## config.mk

```make
export PLATFORM = sky130hd
export DESIGN_NAME = timer_flag_output_control
export DESIGN_NICKNAME = d
export VERILOG_FILES = /design/src/inc/timer_flag_pkg.sv /design/src/hdl/compare_event_unit.sv /design/src/hdl/timer_flag_output_control.sv
export SDC_FILE = /design/constraint.sdc
export NUM_CORES = 1
export LEC_CHECK = 0
export BUFFER_PORTS_ARGS = -buffer_cell sky130_fd_sc_hd__buf_2
export CORE_MARGIN = 2
export CORE_UTILIZATION = 50
export CTS_BUF_LIST = sky130_fd_sc_hd__clkbuf_8
export CTS_CLUSTER_SIZE = 14
export DETAILED_ROUTE_END_ITERATION = 10
export GPL_TIMING_DRIVEN = 0
export MAX_ROUTING_LAYER = met4
export PLACE_DENSITY = 0.78
export SLEW_MARGIN = 40
export SYNTH_ARGS = -nofsm -noshare
export SYNTH_HDL_FRONTEND = slang
export SYNTH_SLANG_ARGS = --single-unit
```

## constraint.sdc

```tcl
create_clock -name I_REF_CLK -period 5.69 [get_ports I_REF_CLK]
set_clock_uncertainty 0.05 [all_clocks]
set_input_delay 1.707 -clock I_REF_CLK [delete_from_list [all_inputs] [get_ports I_REF_CLK]]
set_output_delay 1.707 -clock I_REF_CLK [all_outputs]
set_load 0.02 [all_outputs]
```

## src/inc/timer_flag_pkg.sv

```systemverilog
// Constants shared by the timer flag and output control block
package timer_flag_pkg;
    // Register offsets on the plain register port
    localparam logic [1:0] CH1_STATUS_OFFSET = 2'h0;
    localparam logic [1:0] AUX_STATUS_OFFSET = 2'h1;
    localparam logic [1:0] GATE_SELECT_OFFSET = 2'h2;
    // Status register field positions
    localparam int COMPARE_B_FLAG_BIT = 7;
    localparam int COMPARE_A_FLAG_BIT = 6;
    localparam int OVERFLOW_FLAG_BIT = 5;
    localparam int FIXED_BIT = 4;
    localparam int ACTION_B_LSB = 2;
    localparam int ACTION_A_LSB = 0;
    localparam int INPUT_GATE_BIT = 0;
    // Reset values and fixed bits
    localparam logic [2:0] FLAGS_RESET = 3'h0;
    localparam logic [3:0] ACTIONS_RESET = 4'h0;
    localparam logic CH1_FIXED_VALUE = 1'b1;
    localparam logic AUX_FIXED_VALUE = 1'b0;
    localparam logic [6:0] GATE_RESERVED_RESET = 7'h7F;
    localparam logic GATE_ENABLE_RESET = 1'b0;
    localparam logic LEVEL_RESET = 1'b0;
    localparam logic [7:0] COUNTER_MAX = 8'hFF;
    // Output action codes; a larger code has higher priority
    typedef enum logic [1:0] {
        ACTION_HOLD = 2'h0,
        ACTION_LOW = 2'h1,
        ACTION_HIGH = 2'h2,
        ACTION_TOGGLE = 2'h3
    } output_action_t;
endpackage

```

## src/hdl/compare_event_unit.sv

```systemverilog
// Match, overflow detection and output level for one timer channel
`timescale 1ns/10ps
`default_nettype none
module compare_event_unit #(
    parameter int WIDTH = 8
) (
    input wire logic i_clk,
    input wire logic i_reset_n,
    input wire logic [WIDTH-1:0] i_counter,
    input wire logic [WIDTH-1:0] i_compare_a,
    input wire logic [WIDTH-1:0] i_compare_b,
    input wire logic i_count_tick,
    input wire logic [1:0] i_action_a,
    input wire logic [1:0] i_action_b,
    output logic o_match_a,
    output logic o_match_b,
    output logic o_overflow,
    output logic o_level
);
    logic level;
    logic next_level;
    logic [1:0] action;

    // Events fire on the tick that ends the matching count
    assign o_match_a = i_count_tick && (i_counter == i_compare_a);
    assign o_match_b = i_count_tick && (i_counter == i_compare_b);
    assign o_overflow = i_count_tick
        && (i_counter == timer_flag_pkg::COUNTER_MAX[WIDTH-1:0]);
    assign o_level = level;

    // Pick the winning action; code order equals priority order
    always_comb begin
        action = timer_flag_pkg::ACTION_HOLD;
        if (o_match_a) begin
            action = i_action_a;
        end
        if (o_match_b && (i_action_b > action)) begin
            action = i_action_b;
        end
        next_level = level;
        unique case (timer_flag_pkg::output_action_t'(action))
            timer_flag_pkg::ACTION_HOLD: next_level = level;
            timer_flag_pkg::ACTION_LOW: next_level = 1'b0;
            timer_flag_pkg::ACTION_HIGH: next_level = 1'b1;
            timer_flag_pkg::ACTION_TOGGLE: next_level = ~level;
        endcase
    end

    // Output level register
    always_ff @(posedge i_clk or negedge i_reset_n) begin
        if (!i_reset_n) begin
            level <= timer_flag_pkg::LEVEL_RESET;
        end else begin
            level <= next_level;
        end
    end
endmodule // compare_event_unit
`default_nettype wire

```

## src/hdl/timer_flag_output_control.sv

```systemverilog
// Status flags, output control and input gate for two timer channels
// What this block does
// - Channel 1 compare-B match sets bit 7
// - Channel 1 compare-A match sets bit 6
// - Channel 1 wrap to zero sets bit 5
// - Flag clears after read-one then write-zero
// - Writing one to a flag does nothing
// - Channel 1 status bit 4 reads one
// - Aux status bit 4 reads zero
// - Compare-B match applies bits 3:2 action
// - Compare-A match applies bits 1:0 action
// - Aux compare-B match sets bit 7
// - Aux compare-A match sets bit 6
// - Aux wrap to zero sets bit 5
// - Aux compare-B match applies bits 3:2
// - Aux compare-A match applies bits 1:0
// - Aux output level stays internal, no pin
// - Gate bit 0 passes external input pin
// - Simultaneous matches: toggle, high, low, hold
// - Match event fires when counter next updates
//
// Chosen here: the placing of the registers and the address-and-strobe port.
`timescale 1ns/10ps
`default_nettype none
module timer_flag_output_control #(
    parameter int WIDTH = 8,
    parameter int CHANNELS = 2
) (
    input wire logic I_REF_CLK,
    input wire logic I_RESET_N,
    input wire logic [1:0] I_ADDR,
    input wire logic [7:0] I_WDATA,
    input wire logic I_WR,
    input wire logic I_RD,
    output logic [7:0] O_RDATA,
    input wire logic [WIDTH-1:0] I_CH1_COUNTER,
    input wire logic [WIDTH-1:0] I_CH1_COMPARE_A,
    input wire logic [WIDTH-1:0] I_CH1_COMPARE_B,
    input wire logic I_CH1_COUNT_TICK,
    input wire logic [WIDTH-1:0] I_AUX_COUNTER,
    input wire logic [WIDTH-1:0] I_AUX_COMPARE_A,
    input wire logic [WIDTH-1:0] I_AUX_COMPARE_B,
    input wire logic I_AUX_COUNT_TICK,
    input wire logic I_AUX_EXT_INPUT_PIN,
    output logic O_CH1_TIMER_OUTPUT,
    output logic O_AUX_TIMER_LEVEL,
    output logic O_AUX_EXT_INPUT
);
    // Per-channel inputs gathered into arrays
    logic [WIDTH-1:0] counter [CHANNELS];
    logic [WIDTH-1:0] compare_a [CHANNELS];
    logic [WIDTH-1:0] compare_b [CHANNELS];
    logic count_tick [CHANNELS];
    logic [1:0] chan_offset [CHANNELS];
    logic fixed_value [CHANNELS];
    logic level [CHANNELS];
    logic [7:0] status_byte [CHANNELS];

    assign counter[0] = I_CH1_COUNTER;
    assign counter[1] = I_AUX_COUNTER;
    assign compare_a[0] = I_CH1_COMPARE_A;
    assign compare_a[1] = I_AUX_COMPARE_A;
    assign compare_b[0] = I_CH1_COMPARE_B;
    assign compare_b[1] = I_AUX_COMPARE_B;
    assign count_tick[0] = I_CH1_COUNT_TICK;
    assign count_tick[1] = I_AUX_COUNT_TICK;
    assign chan_offset[0] = timer_flag_pkg::CH1_STATUS_OFFSET;
    assign chan_offset[1] = timer_flag_pkg::AUX_STATUS_OFFSET;
    assign fixed_value[0] = timer_flag_pkg::CH1_FIXED_VALUE;
    assign fixed_value[1] = timer_flag_pkg::AUX_FIXED_VALUE;

    // Channel 1 level drives the pin; aux level goes only to on-chip logic
    assign O_CH1_TIMER_OUTPUT = level[0];
    assign O_AUX_TIMER_LEVEL = level[1];

    // One status register, flag logic and event unit per channel
    genvar ch;
    generate
        for (ch = 0; ch < CHANNELS; ch++) begin : g_chan
            logic [2:0] flags;
            logic [2:0] next_flags;
            logic [2:0] armed;
            logic [2:0] next_armed;
            logic [3:0] actions;
            logic [3:0] next_actions;
            logic [2:0] events;
            logic match_a;
            logic match_b;
            logic overflow;
            logic wr_sel;
            logic rd_sel;
            logic [2:0] wr_flags;

            compare_event_unit #(
                .WIDTH(WIDTH)
            ) u_events (
                .i_clk(I_REF_CLK),
                .i_reset_n(I_RESET_N),
                .i_counter(counter[ch]),
                .i_compare_a(compare_a[ch]),
                .i_compare_b(compare_b[ch]),
                .i_count_tick(count_tick[ch]),
                .i_action_a(actions[timer_flag_pkg::ACTION_A_LSB +: 2]),
                .i_action_b(actions[timer_flag_pkg::ACTION_B_LSB +: 2]),
                .o_match_a(match_a),
                .o_match_b(match_b),
                .o_overflow(overflow),
                .o_level(level[ch])
            );

            // Event vector in flag order B, A, overflow
            assign events = {match_b, match_a, overflow};
            assign wr_sel = I_WR && (I_ADDR == chan_offset[ch]);
            assign rd_sel = I_RD && (I_ADDR == chan_offset[ch]);
            assign wr_flags = I_WDATA[timer_flag_pkg::OVERFLOW_FLAG_BIT +: 3];
            assign status_byte[ch] = {flags, fixed_value[ch], actions};

            // Flags: armed by a read of one, cleared by a later zero write
            always_comb begin
                next_flags = flags;
                next_armed = armed;
                next_actions = actions;
                if (rd_sel) begin
                    next_armed = armed | flags;
                end
                if (wr_sel) begin
                    next_flags = flags & ~(armed & ~wr_flags);
                    next_armed = 3'h0;
                    next_actions = I_WDATA[3:0];
                end
                next_flags = next_flags | events;
            end

            // Channel state registers
            always_ff @(posedge I_REF_CLK or negedge I_RESET_N) begin
                if (!I_RESET_N) begin
                    flags <= timer_flag_pkg::FLAGS_RESET;
                    armed <= timer_flag_pkg::FLAGS_RESET;
                    actions <= timer_flag_pkg::ACTIONS_RESET;
                end else begin
                    flags <= next_flags;
                    armed <= next_armed;
                    actions <= next_actions;
                end
            end
        end
    endgenerate

    // Input gate select register
    logic [6:0] gate_reserved;
    logic [6:0] next_gate_reserved;
    logic gate_enable;
    logic next_gate_enable;

    // Reserved bits are stored as written; software keeps them at ones
    always_comb begin
        next_gate_reserved = gate_reserved;
        next_gate_enable = gate_enable;
        if (I_WR && (I_ADDR == timer_flag_pkg::GATE_SELECT_OFFSET)) begin
            next_gate_reserved = I_WDATA[7:1];
            next_gate_enable = I_WDATA[timer_flag_pkg::INPUT_GATE_BIT];
        end
    end

    // Gate register flops
    always_ff @(posedge I_REF_CLK or negedge I_RESET_N) begin
        if (!I_RESET_N) begin
            gate_reserved <= timer_flag_pkg::GATE_RESERVED_RESET;
            gate_enable <= timer_flag_pkg::GATE_ENABLE_RESET;
        end else begin
            gate_reserved <= next_gate_reserved;
            gate_enable <= next_gate_enable;
        end
    end

    // External input pin synchroniser and agreement filter
    logic [2:0] pin_sync;
    logic pin_level;
    logic next_pin_level;
    logic ext_input;
    logic next_ext_input;

    // Level changes only once the second and third stages agree
    always_comb begin
        next_pin_level = pin_level;
        if (pin_sync[1] == pin_sync[2]) begin
            next_pin_level = pin_sync[2];
        end
        next_ext_input = next_pin_level && gate_enable;
    end

    // Synchroniser and gated output flops
    always_ff @(posedge I_REF_CLK or negedge I_RESET_N) begin
        if (!I_RESET_N) begin
            pin_sync <= 3'h0;
            pin_level <= 1'b0;
            ext_input <= 1'b0;
        end else begin
            pin_sync <= {pin_sync[1:0], I_AUX_EXT_INPUT_PIN};
            pin_level <= next_pin_level;
            ext_input <= next_ext_input;
        end
    end

    assign O_AUX_EXT_INPUT = ext_input;

    // Read data, valid only in the cycle after the read strobe
    logic [7:0] rdata;
    logic [7:0] next_rdata;

    // Read mux; unmapped offsets read zero
    always_comb begin
        next_rdata = 8'h00;
        if (I_RD) begin
            unique case (I_ADDR)
                timer_flag_pkg::CH1_STATUS_OFFSET: next_rdata = status_byte[0];
                timer_flag_pkg::AUX_STATUS_OFFSET: next_rdata = status_byte[1];
                timer_flag_pkg::GATE_SELECT_OFFSET: next_rdata = {gate_reserved, gate_enable};
                default: next_rdata = 8'h00;
            endcase
        end
    end

    // Read data register
    always_ff @(posedge I_REF_CLK or negedge I_RESET_N) begin
        if (!I_RESET_N) begin
            rdata <= 8'h00;
        end else begin
            rdata <= next_rdata;
        end
    end

    assign O_RDATA = rdata;
endmodule // timer_flag_output_control
`default_nettype wire

```

# == After elaboration in Yosys (flattened, before gate mapping) ==
# Cells that the tools add are included.
# classes
n_addsub,0
multipliers,0
div_mod_pow,0
magnitude_cmp,2
eq_ne,15
shifts,0
n_mux,15
n_bitwise,13
reduce_logical,19
# op_table
op,n
$eq 8x8->1,4
$pmux 8 s3,1
$mux 3,6
$eq 8x8->1 const B,2
$logic_and 1x1->1,14
$and 3x3->3,4
$or 3x3->3,4
$eq 2x2->1 const B,5
$not 3->3,3
$mux 2,4
$mux 8,1
$eq 2x1->1 const B,3
$logic_not 2->1,3
$pmux 1 s3,2
$gt 2x2->1,2
$reduce_bool 2->1,2
$not 1->1,2
$eq 1x1->1,1
$mux 1,1
# totals
regBits,43
latchBits,0
ramBits,0
romBits,0
out_inout_bits,11
wordCells,78
n_memories,0

# == Logic depth before layout (Yosys ltp) ==
# logic_depth
depth_word,8
depth_mapped,10
ltp_nobuf,10

# == Hierarchy ==
# A second synthesis with hierarchy kept.
# unflattened
hier_cells,207
area_unflattened_um2,2379.8
# by_module_without_submodules
module,instances,cells_per_inst,area_each_um2
timer_flag_output_control,1,121,1649.1
compare_event_unit,2,43,365.4

# == Worst setup path before layout ==
# Ideal clock, no wire load.
# synth_timing
path_type,input-to-reg
startpoint,input I_CH1_COMPARE_A[1]
endpoint,register g_chan[0].u_events.level
arrival_ns,3.600
required_time_ns,5.520
setup_slack_ns,1.920
path_stages,10
path_cell_list,xnor2_1 > nand3_1 > nor3_1 > nand2_1 > ha_1 > nor2b_1 > o21ai_0 > or4_4 > a31o_1 > o211a_1
# synth_via
elab_chain_cells,8
word_cells_on_any_way,11
cone_classes,order compare: 1; eq/ne: 4; mux: 3; reduce/logical: 3
# synth_lines
element,line_no,rtl
start: declaration,timer_flag_output_control.sv:37,"input wire logic [WIDTH-1:0] I_CH1_COMPARE_A,"
$eq 8x8->1 *,compare_event_unit.sv:25,assign o_match_a = i_count_tick && (i_counter == i_compare_a);
$logic_and 1x1->1 *,compare_event_unit.sv:25,
$mux 2 *,compare_event_unit.sv:34,if (o_match_a) begin
$gt 2x2->1,compare_event_unit.sv:37,if (o_match_b && (i_action_b > action)) begin
$logic_and 1x1->1,compare_event_unit.sv:37,
$mux 2 *,compare_event_unit.sv:37,
$eq 2x2->1 / $eq 2x1->1 (equally long branches),compare_event_unit.sv:41,unique case (timer_flag_pkg::output_action_t'(action))
$pmux 1 s3,compare_event_unit.sv:41,
end signal: assignment,compare_event_unit.sv:52,level <= timer_flag_pkg::LEVEL_RESET;
end signal: assignment,compare_event_unit.sv:54,level <= next_level;
end: declaration,compare_event_unit.sv:20,logic level;
# Every way passes the cells marked *; elsewhere a longest branch is shown, timed or not.
# A chain may end at the register's enable or synchronous reset.

# == Worst setup path after layout ==
# layout_timing
startpoint,input I_CH1_COUNTER[0]
endpoint,register g_chan[0].u_events.level
# layout_via
elab_chain_cells,8
word_cells_on_any_way,13
cone_classes,order compare: 1; eq/ne: 5; mux: 3; reduce/logical: 4
# layout_lines
element,line_no,rtl
start: declaration,timer_flag_output_control.sv:36,"input wire logic [WIDTH-1:0] I_CH1_COUNTER,"
$eq 8x8->1,compare_event_unit.sv:25,
$logic_and 1x1->1,compare_event_unit.sv:25,
$mux 2,compare_event_unit.sv:34,
$gt 2x2->1,compare_event_unit.sv:37,
$logic_and 1x1->1,compare_event_unit.sv:37,
$mux 2 *,compare_event_unit.sv:37,
$eq 2x2->1 / $eq 2x1->1 (equally long branches),compare_event_unit.sv:41,
$pmux 1 s3,compare_event_unit.sv:41,
# Marked as above.

==> summary.md <==
| Metric | Value |
|---|---|
| Final Slew Violations | 0 |
| Count of input and output buffers | 75 |
| Startpoint of the tightest hold check path | pin_sync[0] |
| Worst setup margin | 1770 ps |
| Pre-Repair DR Iteration Count | 4 |
| Vias | 1943 |
| Critical path type | in2reg |
| Share of synthesized area occupied by flip-flops and latches | 46.6% |
| RSZ-0062 raised after global routing | no |
| Placed inst area | 2770 um2 |
| Weighted congestion reported at the end of routability-driven placement | 0.781 |
| GRT Util Overall | 22.2% |
| First-pass GRT wire length | 8800 um |
| Share of the synthesized area in the top cell type | 38.7% |
| Launch instance of the worst register-to-register path | g_chan[0].actions[1] |
| Outcome | finished clean |
| Initial standard-cell utilization of the core | 52.7% |
| Vertical extent of the die | 72.2 um |
| Final setup vio count | 0 |
| Cell accounting for the most synthesized area | sky130_fd_sc_hd__dfrtp_1 |
| Root cell of the clock tree | sky130_fd_sc_hd__clkbuf_8 |
| Met3 wire length | 323 um |
| Synth Warn # | 0 |
| Synth-to-layout area growth | 22.7% |
| Arrival time at the worst endpoint | 4040 ps |
| Number of antenna violations at the first check in global routing | 0 |
| Post-detailed-route wirelength per cell | 14.6 um |
| Worst voltage drop across the vdd grid | 0.236 mV |
| Post-synthesis instance area | 2330 um2 |
| Detailed-route wire length | 5260 um |
| # clock sinks | 43 |
| Register clock-pin slew on the reported worst setup and hold paths | 80 ps |
| Kind of end point of the critical path | flop |
| Clock Tree Buf Depth | 2 |
| Syn Nets | 294 |
| Max Freq | 255 MHz |
| Share of the clock period used by the worst path | 68.8% |
| Share of cells above drive strength 1 | 33.1% |
| I/O pin count | 76 |
| Met2 wirelength from detailed routing | 2570 um |
| Final worst path period need | 3920 ps |
| Die boundary width | 72.2 um |
| Required time of the critical path | 5820 ps |
| Post-synthesis async set-or-reset flop share | 100% |
| LEAKAGE | 1.36 nW |
| Number of buffers created by CTS | 5 |
| Setup total negative slack | 0 ps |
| Number of DRC violations after detailed-routing iteration 0 | 156 |
| Library cells used by synthesis | 36 |
| Path class of the lowest-slack min-delay path | reg2reg |
| Primary FF master, synth | sky130_fd_sc_hd__dfrtp_1 |
| CP Max Fanout | 5 |
| Area of the die | 5220 um2 |
| Routed metal-1 wire length | 2350 um |
| Depth of the CTS H-tree | 2 |
| Max capacitance violation total | 0 |
| CTS Hold Buffers Added | 0 |
| Post-CTS repair timing setup buffer count | 0 |
| Transition time at the pin with the least slew margin | 624 ps |
| Synth cell count leaders | 36 x sky130_fd_sc_hd__dfrtp_1, 27 x sky130_fd_sc_hd__nand2_1, 23 x sky130_fd_sc_hd__xnor2_1 |
| Total power density per cell area | 255 nW/um2 |
| Number of diodes | 0 |
| Overall power of the completed layout | 0.729 mW |
| Vias in the first global route | 1949 |
| EDFF count, synth | 0 |
| Cts repair resizes | 0 |
| Hold Vio Cnt, Final | 0 |
| Most frequent cell after synthesis | sky130_fd_sc_hd__dfrtp_1 |
| Pre-CTS setup slack | 1480 ps |
| Worst max-slew margin expressed relative to the limit | 58.1% |
| Count of state elements after synthesis | 43 |
| Number of routed nets with antenna violations | 0 |
| Pin count of the biggest net entering global routing | 44 |
| Share of the core filled with cells in the final layout | 64.7% |
| Number of rows created at floorplan | 24 |
| Synthesized netlist cell count | 225 |
| Total number of nets in the final design | 376 |
| Per-instance average area after synthesis | 10.3 um2 |
| Clock latency at the later pin of the worst-skew pair | 290 ps |
| Floorplan Core Area | 4410 um2 |
| Design area | 2860 um2 |
| TritonCTS clock tree | built |
| Startpoint kind of the worst setup timing path | input port |
| Launching instance or port of the critical path | I_CH1_COUNTER[0] |
| Vias per std cell | 5.40 |
| Final HPWL from detailed placement | 4140 um |
| Global route total overflow | 0 |
| DRC errors left | 0 |
| Uppermost layer routed | met4 |
| Area contributors post-synth | sky130_fd_sc_hd__dfrtp_1 39%, sky130_fd_sc_hd__xnor2_1 8.7%, sky130_fd_sc_hd__dfstp_2 7.9%, sky130_fd_sc_hd__mux2_2 5.8%, sky130_fd_sc_hd__nand2_1 4.4% |
registers in the layout, summed over array words and instances, names as in the netlist:
| name | count |
|---|---|
| g_chan.u_events.o_level | 2 |
| O_RDATA | 8 |
| pin_sync | 3 |
| g_chan.actions | 8 |
| g_chan.flags | 6 |
| gate_enable | 1 |
| gate_reserved | 7 |
| g_chan.armed | 6 |
| O_AUX_EXT_INPUT | 1 |
| pin_level | 1 |
cell families (layout without fill, tap and decap cells):
family          count (synthesis)  count (layout)  share of synthesized area, %
simple gates                   86              86                          20.1
fa+ha+maj                       5               5                          2.58
buf+inv                         9              92                          1.45
mux                            20              20                          9.25
flops                          43              43                          46.6
compound gates                 30              30                          8.01
xor+xnor                       32              32                          12.0
routing by layer:
| layer | vias to the layer above | GRT usage, % |
|---|---|---|
| met2 | 58 | 34.5 |
| met3 | 2 | 4.58 |
| met5 | - | - |
| met4 | 0 | 5.66 |
| li1 | 946 | - |
| met1 | 937 | 30.0 |
cells in the final DEF, fill, tap and decap left out, types with 2 or more instances in the layout:
master and count:
sky130_fd_sc_hd__xnor2_1 23, sky130_fd_sc_hd__nand2b_1 2, sky130_fd_sc_hd__and3b_1 2, sky130_fd_sc_hd__nand4_1 5, sky130_fd_sc_hd__buf_2 74, sky130_fd_sc_hd__and4_1 3, sky130_fd_sc_hd__a21oi_1 6, sky130_fd_sc_hd__o31ai_1 3
sky130_fd_sc_hd__and2_1 10, sky130_fd_sc_hd__nand2_1 27, sky130_fd_sc_hd__and3_1 4, sky130_fd_sc_hd__nor2b_1 4, sky130_fd_sc_hd__inv_1 5, sky130_fd_sc_hd__dfrtp_1 36, sky130_fd_sc_hd__nor3_1 3, sky130_fd_sc_hd__nand3_1 8
sky130_fd_sc_hd__mux2_2 12, sky130_fd_sc_hd__nor2_1 8, sky130_fd_sc_hd__a22o_1 2, sky130_fd_sc_hd__nor3b_1 3, sky130_fd_sc_hd__clkbuf_8 5, sky130_fd_sc_hd__clkbuf_1 4, sky130_fd_sc_hd__o21ai_0 13, sky130_fd_sc_hd__ha_1 4
sky130_fd_sc_hd__xor2_1 9, sky130_fd_sc_hd__dfstp_2 7, sky130_fd_sc_hd__nand3b_1 5, sky130_fd_sc_hd__mux2i_1 8
path summary, 6_finish.rpt:
kind | end | slack, ps | cells after the start
hold reg to reg | pin_sync[1] | 310 | 0
hold / removal | pin_sync[1] | 310 | 0
min in group asynchronous | pin_level | 1330 | 1
setup / recovery | g_chan[0].u_events.o_level | 1770 | 11
max in group asynchronous | gate_reserved[1] | 3870 | 1
setup reg to reg | g_chan[0].u_events.o_level | 3620 | 8
through the flow:
| stage | std cells | hold slack (ps) |
|---|---|---|
| 6_report | 360 | 310 |
| 5_1_grt | 360 | 326 |
| 4_1_cts | 360 | 308 |
| 3_5_place_dp | 352 | 290 |
| 3_3_place_gp | 352 | 285 |
| 2_1_floorplan | 225 | 281 |
critical path, stage by stage:
cell and delay (ps):
sky130_fd_sc_hd__buf_2 120, sky130_fd_sc_hd__xnor2_1 140, sky130_fd_sc_hd__nand3_1 80, sky130_fd_sc_hd__nor3_1 540
sky130_fd_sc_hd__nand2_1 120, sky130_fd_sc_hd__ha_1 310, sky130_fd_sc_hd__nor2b_1 150, sky130_fd_sc_hd__o21ai_0 90
sky130_fd_sc_hd__or4_4 440, sky130_fd_sc_hd__a31o_1 230, sky130_fd_sc_hd__o211a_1 100
layout make-up:
type                       count  area (um2)
timing repair buffer          75         378
clock buffer                   5        68.8
fill                         371        1560
multi-input combinational    173        1210
sequential                    43        1080
clock inverter                 3        16.3
buffer                         5        18.8
tap                           52        65.1
inverter                       4        15.0
where the power goes:
| group | switching [mW] | leakage (nW) | internal (mW) | total [mW] |
|---|---|---|---|---|
| combinational | 0.0832 | 0.782 | 0.0788 | 0.162 |
| sequential | 0.0263 | 0.537 | 0.353 | 0.379 |
| clock | 0.104 | 0.0453 | 0.0841 | 0.188 |
| total | 0.213 | 1.36 | 0.516 | 0.729 |
(Power assumes the default switching activity.)
